## config.mk

```make
export PLATFORM = sky130hd
export DESIGN_NAME = pdc_powerdown_cal
export DESIGN_NICKNAME = d
export VERILOG_FILES = /design/src/pdc_pkg.sv /design/src/pdc_powerdown_cal.sv /design/src/pdc_sync.sv /design/src/pdc_offset_chan.sv
export SDC_FILE = /design/constraint.sdc
export NUM_CORES = 1
export LEC_CHECK = 0
export BUFFER_PORTS_ARGS = -buffer_cell sky130_fd_sc_hd__buf_2
export CORE_MARGIN = 4
export CORE_UTILIZATION = 57
export DETAILED_ROUTE_END_ITERATION = 8
export PLACE_DENSITY_LB_ADDON = 0.2
export SLEW_MARGIN = 30
export SYNTH_ARGS = -nofsm -noshare
export SYNTH_HDL_FRONTEND = slang
export SYNTH_SLANG_ARGS = --single-unit
```

## constraint.sdc

```tcl
create_clock -name sys_clk -period 6.7 [get_ports sys_clk]
set_input_delay 1.34 -clock sys_clk [delete_from_list [all_inputs] [get_ports sys_clk]]
set_output_delay 1.34 -clock sys_clk [all_outputs]
set_load 0.05 [all_outputs]
```

## src/pdc_pkg.sv

```systemverilog
// package for the power-down and offset calibration block
// assumes a single sys_clk domain and an AHB-Lite register port
package pdc_pkg;
	localparam int          DATA_W       = 16;
	localparam int          CAL_FRAMES   = 4096;
	localparam int          SETTLE_WORDS = 40;
	localparam int          CLK_HZ       = 50000000;
	localparam int          FRAME_DIV    = 256;
	localparam logic [15:0] FRAME_DIV_M1 = 16'h00FF;
	localparam logic [12:0] CAL_LAST     = 13'h0FFF;
	localparam logic [5:0]  SETTLE_LAST  = 6'h27;
	localparam logic [7:0]  ADDR_CTRL    = 8'h00;
	localparam logic [7:0]  ADDR_STAT    = 8'h04;
	localparam logic [7:0]  ADDR_IRQST   = 8'h08;
	localparam logic [7:0]  ADDR_IRQMSK  = 8'h0C;
	localparam logic [7:0]  ADDR_OFSL    = 8'h10;
	localparam logic [7:0]  ADDR_OFSR    = 8'h14;
	localparam logic [7:0]  ADDR_OUTL    = 8'h18;
	localparam logic [7:0]  ADDR_OUTR    = 8'h1C;
	localparam int          IRQ_W        = 3;
	localparam int          IRQ_CALSTART = 0;
	localparam int          IRQ_CALDONE  = 1;
	localparam int          IRQ_SETTLED  = 2;
	localparam logic [1:0]  HTRANS_NSEQ  = 2'h2;

	typedef enum logic [1:0]
	{
		PDC_OFF    = 2'b00,
		PDC_CAL    = 2'b01,
		PDC_SETTLE = 2'b10,
		PDC_RUN    = 2'b11
	} pdc_state_e;

	typedef struct packed
	{
		logic [DATA_W-1:0] left;
		logic [DATA_W-1:0] right;
	} pdc_pair_s;
endpackage

```

## src/pdc_powerdown_cal.sv

```systemverilog
// power-down and offset calibration control with AHB-Lite registers
// assumes power-down and calibration pins are asynchronous, samples on sys_clk
// Behaviour
// RULE1 - analog and digital sections power down while their inputs are high
// RULE2 - falling digital power-down starts an offset calibration cycle
// RULE3 - calibration measures each channel's input into its own offset register
// RULE4 - after calibration each channel's offset is subtracted from every result
// RULE5 - select low takes analog inputs, high takes zero-level inputs
// RULE6 - calibration-active stays high 4096 frames, then falls
// RULE7 - both channel outputs are forced to zero during calibration
// RULE8 - about 40 output words after calibration are not yet settled
// RULE9 - controller must calibrate after power-up; offsets start undefined
// RULE10 - large reference capacitor needs analog release before digital release
// RULE11 - divider counters held in reset during power-down, start at release
// RULE12 - multiple converters share power-down signal and clocks for sync
// RULE13 - select may stay low while calibration-active steers external mux
// RULE14 - calibration-active rises as soon as digital power-down goes high
// RULE15 - calibration length counted in frame periods from the master clock
`timescale 1ns/1ps
module pdc_powerdown_cal
	import pdc_pkg::*;
(
	input  wire logic              sys_clk,
	input  wire logic              rst_n,
	input  wire logic              digital_powerdown_in,
	input  wire logic              analog_powerdown_in,
	input  wire logic              cal_source_select,
	input  wire logic [DATA_W-1:0] left_analog_in,
	input  wire logic [DATA_W-1:0] right_analog_in,
	input  wire logic [DATA_W-1:0] left_zero_level_in,
	input  wire logic [DATA_W-1:0] right_zero_level_in,
	input  wire logic              hsel,
	input  wire logic [31:0]       haddr,
	input  wire logic [1:0]        htrans,
	input  wire logic              hwrite,
	input  wire logic [2:0]        hsize,
	input  wire logic [31:0]       hwdata,
	input  wire logic              hready,
	output logic      [31:0]       hrdata,
	output logic                   hreadyout,
	output logic                   hresp,
	output logic                   cal_active_out,
	output logic                   analogPowerdown,
	output logic                   digitalPowerdown,
	output logic                   frameStb,
	output logic                   outValid,
	output logic                   outSettled,
	output pdc_pair_s              outWord,
	output logic                   irq
);
	logic dpdRunSync;
	logic apdRunSync;
	logic srcSync;
	logic dpdPrev_r;
	pdc_state_e state_r;
	pdc_state_e state_nxt;
	logic [15:0] divCnt_r;
	logic [12:0] calCnt_r;
	logic [5:0]  settleCnt_r;
	logic [IRQ_W-1:0] irqStat_r;
	logic [IRQ_W-1:0] irqMask_r;
	logic        swForceCal_r;
	logic        wrPend_r;
	logic [7:0]  wrAddr_r;
	pdc_pair_s   offset;
	pdc_pair_s   chanOut;
	logic [1:0][DATA_W-1:0] offArr;
	logic [1:0][DATA_W-1:0] outArr;

	// power-down pins enter inverted: a cleared chain then reads as powered down,
	// so no false release edge follows reset while the pin is still high

	pdc_sync u_sync_dpd
	(
		.clk   (sys_clk),
		.rst_n (rst_n),
		.din   (~digital_powerdown_in),
		.dout  (dpdRunSync)
	);

	pdc_sync u_sync_apd
	(
		.clk   (sys_clk),
		.rst_n (rst_n),
		.din   (~analog_powerdown_in),
		.dout  (apdRunSync)
	);

	pdc_sync u_sync_src
	(
		.clk   (sys_clk),
		.rst_n (rst_n),
		.din   (cal_source_select),
		.dout  (srcSync)
	);

	// a pin already low at reset still gives one release edge, so power-up calibrates
	wire logic dpdSync = ~dpdRunSync;
	wire logic apdSync = ~apdRunSync;

	// software power-down bit ORs with the pin
	wire logic pdActive = dpdSync | swForceCal_r;                       // RULE1
	wire logic pdFall   = dpdPrev_r & ~pdActive;                        // RULE2
	wire logic divWrap  = (divCnt_r == FRAME_DIV_M1);
	wire logic calLast  = (calCnt_r == CAL_LAST);
	wire logic settleLast = (settleCnt_r == SETTLE_LAST);

	always_comb
	begin
		state_nxt = state_r;
		case (state_r)
			PDC_OFF:    if (pdFall) state_nxt = PDC_CAL;                 // RULE2
			PDC_CAL:    if (divWrap && calLast) state_nxt = PDC_SETTLE;  // RULE6
			PDC_SETTLE: if (divWrap && settleLast) state_nxt = PDC_RUN;  // RULE8
			PDC_RUN:    state_nxt = PDC_RUN;
			default:    state_nxt = PDC_OFF;
		endcase
		if (pdActive)
			state_nxt = PDC_OFF;                                        // RULE1
	end

	always_ff @(posedge sys_clk)
	begin
		if (!rst_n)
		begin
			state_r   <= PDC_OFF;
			dpdPrev_r <= 1'b1;
		end
		else
		begin
			state_r   <= state_nxt;
			dpdPrev_r <= pdActive;
		end
	end

	// frame divider, held at zero while powered down
	always_ff @(posedge sys_clk)
	begin
		if (!rst_n || pdActive)
			divCnt_r <= '0;                                             // RULE11
		else if (divWrap)
			divCnt_r <= '0;
		else
			divCnt_r <= divCnt_r + 16'h0001;                            // RULE15
	end

	always_ff @(posedge sys_clk)
	begin
		if (!rst_n || state_r != PDC_CAL)
			calCnt_r <= '0;
		else if (divWrap)
			calCnt_r <= calCnt_r + 13'h0001;                            // RULE6
	end

	always_ff @(posedge sys_clk)
	begin
		if (!rst_n || state_r != PDC_SETTLE)
			settleCnt_r <= '0;
		else if (divWrap)
			settleCnt_r <= settleCnt_r + 6'h01;                         // RULE8
	end

	wire logic calRun   = (state_r == PDC_CAL) || pdActive;
	// last frame of calibration captures the settled input
	wire logic calStore = (state_r == PDC_CAL) && divWrap && calLast;   // RULE3

	genvar ch;
	generate
		for (ch = 0; ch < 2; ch++)
		begin : g_chan
			pdc_offset_chan u_chan
			(
				.clk         (sys_clk),
				.rst_n       (rst_n),
				.sampleStb   (divWrap),
				.calRun      (calRun),                                  // RULE7
				.calStore    (calStore),
				.srcZero     (srcSync),                                 // RULE5
				.analogIn    (ch == 0 ? left_analog_in : right_analog_in),
				.zeroLevelIn (ch == 0 ? left_zero_level_in : right_zero_level_in),
				.offset_r    (offArr[ch]),
				.out_r       (outArr[ch])
			);
		end
	endgenerate

	// index 0 is the left channel, packed in the upper half
	assign offset  = {offArr[0], offArr[1]};
	assign chanOut = {outArr[0], outArr[1]};

	always_ff @(posedge sys_clk)
	begin
		if (!rst_n)
		begin
			cal_active_out   <= 1'b1;
			analogPowerdown  <= 1'b1;
			digitalPowerdown <= 1'b1;
			frameStb         <= 1'b0;
			outValid         <= 1'b0;
			outSettled       <= 1'b0;
		end
		else
		begin
			cal_active_out   <= pdActive || state_nxt == PDC_CAL || state_nxt == PDC_OFF; // RULE14
			analogPowerdown  <= apdSync;                                // RULE1
			digitalPowerdown <= pdActive;                               // RULE1
			frameStb         <= divWrap && !pdActive;
			outValid         <= divWrap && !pdActive;
			outSettled       <= (state_r == PDC_RUN);                   // RULE8
		end
	end

	assign outWord = chanOut;

	// interrupt events: calibration start, done, settled; set beats clear
	wire logic evtStart   = pdFall;
	wire logic evtDone    = (state_r == PDC_CAL) && (state_nxt == PDC_SETTLE);
	wire logic evtSettled = (state_r == PDC_SETTLE) && (state_nxt == PDC_RUN);
	wire logic [IRQ_W-1:0] irqEvt = {evtSettled, evtDone, evtStart};

	wire logic addrPhase = hsel && hready && (htrans == HTRANS_NSEQ);
	wire logic wrStat    = wrPend_r && (wrAddr_r == ADDR_IRQST);
	wire logic wrMask    = wrPend_r && (wrAddr_r == ADDR_IRQMSK);
	wire logic wrCtrl    = wrPend_r && (wrAddr_r == ADDR_CTRL);
	wire logic [IRQ_W-1:0] irqClr = wrStat ? hwdata[IRQ_W-1:0] : '0;

	always_ff @(posedge sys_clk)
	begin
		if (!rst_n)
		begin
			irqStat_r    <= '0;
			irqMask_r    <= '0;
			swForceCal_r <= 1'b0;
			wrPend_r     <= 1'b0;
			wrAddr_r     <= '0;
		end
		else
		begin
			irqStat_r <= (irqStat_r & ~irqClr) | irqEvt;
			wrPend_r  <= addrPhase && hwrite;
			wrAddr_r  <= haddr[7:0];
			if (wrMask)
				irqMask_r <= hwdata[IRQ_W-1:0];
			if (wrCtrl)
				swForceCal_r <= hwdata[0];
		end
	end

	assign irq = |(irqStat_r & irqMask_r);

	wire logic [7:0] rdAddr = haddr[7:0];
	logic [31:0] rdMux;

	// unmapped offsets read zero; offsets read undefined until a calibration ran
	always_comb
	begin
		if (rdAddr == ADDR_CTRL)
			rdMux = {31'h0, swForceCal_r};
		else if (rdAddr == ADDR_STAT)
			rdMux = {25'h0, srcSync, apdSync, dpdSync, state_r, outSettled, cal_active_out};
		else if (rdAddr == ADDR_IRQST)
			rdMux = {29'h0, irqStat_r};
		else if (rdAddr == ADDR_IRQMSK)
			rdMux = {29'h0, irqMask_r};
		else if (rdAddr == ADDR_OFSL)
			rdMux = {16'h0, offset.left};
		else if (rdAddr == ADDR_OFSR)
			rdMux = {16'h0, offset.right};
		else if (rdAddr == ADDR_OUTL)
			rdMux = {16'h0, chanOut.left};
		else if (rdAddr == ADDR_OUTR)
			rdMux = {16'h0, chanOut.right};
		else
			rdMux = 32'h0;
	end

	always_ff @(posedge sys_clk)
	begin
		if (!rst_n)
			hrdata <= '0;
		else if (addrPhase && !hwrite)
			hrdata <= rdMux;
	end

	assign hreadyout = 1'b1;
	assign hresp     = 1'b0;
endmodule // pdc_powerdown_cal

```

## src/pdc_sync.sv

```systemverilog
// three-flop synchroniser for one level input
// assumes input is asynchronous to clk; change accepted when stages 2 and 3 agree
`timescale 1ns/1ps
module pdc_sync
(
	input  wire logic clk,
	input  wire logic rst_n,
	input  wire logic din,
	output logic      dout
);
	logic [2:0] stage_r;

	always_ff @(posedge clk)
	begin
		if (!rst_n)
		begin
			stage_r <= 3'h0;
			dout    <= 1'b0;
		end
		else
		begin
			stage_r <= {stage_r[1:0], din};
			if (stage_r[1] == stage_r[2])
				dout <= stage_r[2];
		end
	end
endmodule // pdc_sync

```

## src/pdc_offset_chan.sv

```systemverilog
// one channel: offset store, subtraction and calibration zeroing
// assumes sampleStb marks a new conversion word, one cycle wide
`timescale 1ns/1ps
module pdc_offset_chan
	import pdc_pkg::*;
(
	input  wire logic              clk,
	input  wire logic              rst_n,
	input  wire logic              sampleStb,
	input  wire logic              calRun,
	input  wire logic              calStore,
	input  wire logic              srcZero,
	input  wire logic [DATA_W-1:0] analogIn,
	input  wire logic [DATA_W-1:0] zeroLevelIn,
	output logic      [DATA_W-1:0] offset_r,
	output logic      [DATA_W-1:0] out_r
);
	wire logic [DATA_W-1:0] calIn = srcZero ? zeroLevelIn : analogIn; // RULE5
	wire logic [DATA_W-1:0] corrected = DATA_W'(analogIn - offset_r); // RULE4

	// offset not cleared by reset: it is only valid after a calibration
	always_ff @(posedge clk)
	begin
		if (calStore)
			offset_r <= calIn; // RULE3
	end

	always_ff @(posedge clk)
	begin
		if (!rst_n)
			out_r <= '0;
		else if (calRun)
			out_r <= '0; // RULE7
		else if (sampleStb)
			out_r <= corrected;
	end
endmodule // pdc_offset_chan

```

==> metrics <==
FFs w/ async S/R, synth 0%; Clk Latency, worst-skew pair 430 ps; Port Buf Inserts 139; Synth Area in XOR/XNOR 3.818%; synthesized cell area 8029 um^2; via count 6866; first-pass GRT wire length 32310 um; clk_skew 10.24 ps; number of synthesis warnings 0; # H-tree levels 4; vias per cell 5.722; routed length on met3 1256 um; fill count 1154; area of the multi-input gates 4258 um^2; CTS root buf clkbuf_16; Least-Margin Pin Slew 805.4 ps; Antenna Nets Post-Route 0; Hold Buf Count CTS 0; Final Hold Vio Count 0; TritonCTS buffer count 17; critical path class input port to flop; Synth cell types 67; WL final 19980 um; row count 43; crit path DAT 4000 ps; initial antenna violation count 1; Worst setup EP type flop; Die Footprint 16050 um^2; post-synthesis simple-gate area fraction 21.27%; highest routed layer met5; Post-Synth Adder-Cell Area 5.641%; maximum buffer depth of the clock tree 2; #FFs+latches synth 150; fin crit period 3666 ps; RSZ-0062 raised after global routing false; worst flop-to-flop path startpoint divCnt_r[0]$_SDFF_PP0_; Die Ht 126.7 um; cts repair resizes 0; initial core utilization 58.07%; ys flop type dfxtp_1; period utilization 54.72%; CP Max Fanout 33; largest family of logic cells by synthesized area simple AND/OR/NAND/NOR gates; Critical Path RT 7040 ps; gpl congestion 0.8222; final net count 1183; Startpoint Class input port; f_max 272.8 MHz; setup TNS 0 ps; Pleak 0.003787 uW; Post-synth EDFFs 32; Synth Instances 883; detailed-route DRC error count 0; WL/cell 16.65 um; largest net degree at the start of global routing 61; Ant. Diodes 0; drt pass-1 iters 5; Setup Buffers After CTS 0; start point of the critical path rst_n; relative slew slack 46.31%; layout cell share with drive strength beyond 1 22.55%; PD cells 222.7 nW/um^2; Initial DRC Count 498; die width 126.7 um; status complete, no violations; Min-Delay Path Class flop to flop; clk sink count 150; peak supply drop 0.1898 mV; Met2 Wirelength 9489 um; CTS tree done; proportion of synthesized area in mux cells 9.864%; final core occ 67.74%; vias in the first global route 6433; DP HPWL 13850 um; Slew Limit Fails 0; max-cap violations 0; Synth Area in Compound Gates 11.53%; Reg area 3323 um^2; hold path startpoint u_sync_apd.stage_r[0]$_SDFF_PN0_; total congestion overflow 0; Avg Inst Size Synth 9.093 um^2; Total GRT Usage 25.04%; WL met1 8893 um; Clk pin slew, worst setup/hold paths 60 ps; Final Setup Violations 0; I/O pin cnt 214; core area 13830 um^2; sequential area share after synthesis 41.39%; Synth-to-Final Area Change 16.66%
cell usage after synthesis (6+ instances only):
master | number | area share, %
dfxtp_1 | 118 | 29
nand2_1 | 81 | 3.8
a21oi_1 | 65 | 4.1
nor2_1 | 61 | 2.9
nand3_1 | 51 | 3.2
inv_1 | 46 | 2.2
o21ai_0 | 41 | 2.6
ha_1 | 33 | 5.1
nor3_1 | 33 | 2.1
edfxtp_1 | 32 | 12
mux2_2 | 28 | 3.9
nand4_1 | 24 | 1.9
clkbuf_1 | 23 | 1.1
buf_4 | 22 | 2.1
mux2i_1 | 18 | 2.2
xnor2_1 | 18 | 2.0
xor2_1 | 17 | 1.9
and2_1 | 15 | 1.2
or3_1 | 13 | 1.0
mux4_2 | 12 | 3.4
and3_1 | 11 | 0.86
nor4_1 | 11 | 0.86
a211oi_1 | 10 | 0.93
a31oi_1 | 9 | 0.70
nor2b_1 | 8 | 0.62
o21a_1 | 6 | 0.56
per-layer routing:
layer	vias up	GRT usage (%)
met3	36	5.347
met4	2	8.517
li1	3382	-
met5	-	0
met2	232	40.54
met1	3214	33.45
stage by stage:
| stage | instance area (um^2) | setup WS, ps | hold WS, ps | power (uW) | cells |
|---|---|---|---|---|---|
| 2_1_floorplan | 8089 | 2592 | 381.8 | 1065 | 899 |
| 3_3_place_gp | 8746 | 2632 | 415.8 | 1105 | 1168 |
| 3_5_place_dp | 8746 | 2640 | 420.7 | 1106 | 1168 |
| 4_1_cts | 9366 | 3077 | 434.8 | 2094 | 1200 |
| 5_1_grt | 9366 | 2813 | 445.1 | 2152 | 1200 |
| 6_report | 9366 | 3034 | 434.7 | 2086 | 1200 |
logic make-up after synthesis:
logic type               count (synthesis)
AND/OR/NAND/NOR                        338
AO/OA/AOI/OAI                          158
flip-flops                             150
buffers and inverters                  106
multiplexers                            59
adder cells (fa/ha/maj)                 35
XOR/XNOR                                35
other                                    2
flip-flops by register name (all words and copies together), names as in the netlist, 2 cells and up:
name and flops:
state_r 2, u_sync_src.stage_r 3, hrdata 16, g_chan.u_chan.out_r 32, settleCnt_r 6, u_sync_apd.stage_r 3
wrAddr_r 8, divCnt_r 16, irqMask_r 3, g_chan.u_chan.offset_r 32, calCnt_r 13, irqStat_r 3
u_sync_dpd.stage_r 3
worst max-delay path, stage by stage:
cell and delay, ps:
buf_2 350, clkinv_1 640, nor3_4 500, inv_1 180, nor2_2 110, buf_4 340
nand2_1 250, o21ai_0 250
area by class of cell:
cell class | count | share of cell area [%]
multi-input combinational | 643 | 45.46
sequential | 150 | 35.48
timing repair buffer | 148 | 8.149
clock buffer | 22 | 5.410
tap | 180 | 2.404
inverter | 47 | 1.884
clock inverter | 10 | 1.216
report_power, final:
| part | internal [uW] | leakage [uW] | total, uW | switching, uW |
|---|---|---|---|---|
| clock | 614 | 0.000311 | 996 | 383 |
| combinational | 62.4 | 0.00223 | 160 | 98.0 |
| sequential | 927 | 0.00124 | 929 | 1.98 |
| total | 1600 | 0.00379 | 2090 | 483 |
cells in the final DEF, fill, tap and decap left out, drive strengths merged, types with 8 or more instances in the layout:
master / netlist / routed
xnor2: 18 / 18
inv: 46 / 49
nand3: 51 / 51
and3: 11 / 11
a31oi: 9 / 9
nor2b: 8 / 8
edfxtp: 32 / 32
nand4: 24 / 24
o21ai: 42 / 42
a211oi: 10 / 10
nor3: 34 / 34
nand2: 81 / 81
conb: 2 / 18
and2: 16 / 16
a21oi: 65 / 65
mux2i: 18 / 18
clkbuf: 25 / 22
xor2: 17 / 17
nor2: 64 / 64
buf: 34 / 148
nor4: 11 / 11
or3: 14 / 14
mux2: 28 / 28
mux4: 13 / 13
dfxtp: 118 / 118
ha: 33 / 33
path summary, 6_finish.rpt:
check,end,slack [ps],cells after the start
worst max-delay path,g_chan[1].u_chan.out_r[8]$_SDFFE_PP0P_,3030,8
worst min-delay path,u_sync_apd.stage_r[1]$_SDFF_PN0_,430,1
worst max register to register,g_chan[1].u_chan.offset_r[8]$_DFFE_PP_,4150,7
worst min register to register,u_sync_apd.stage_r[1]$_SDFF_PN0_,430,1
No activity file was read; power rests on OpenSTA's default activity.
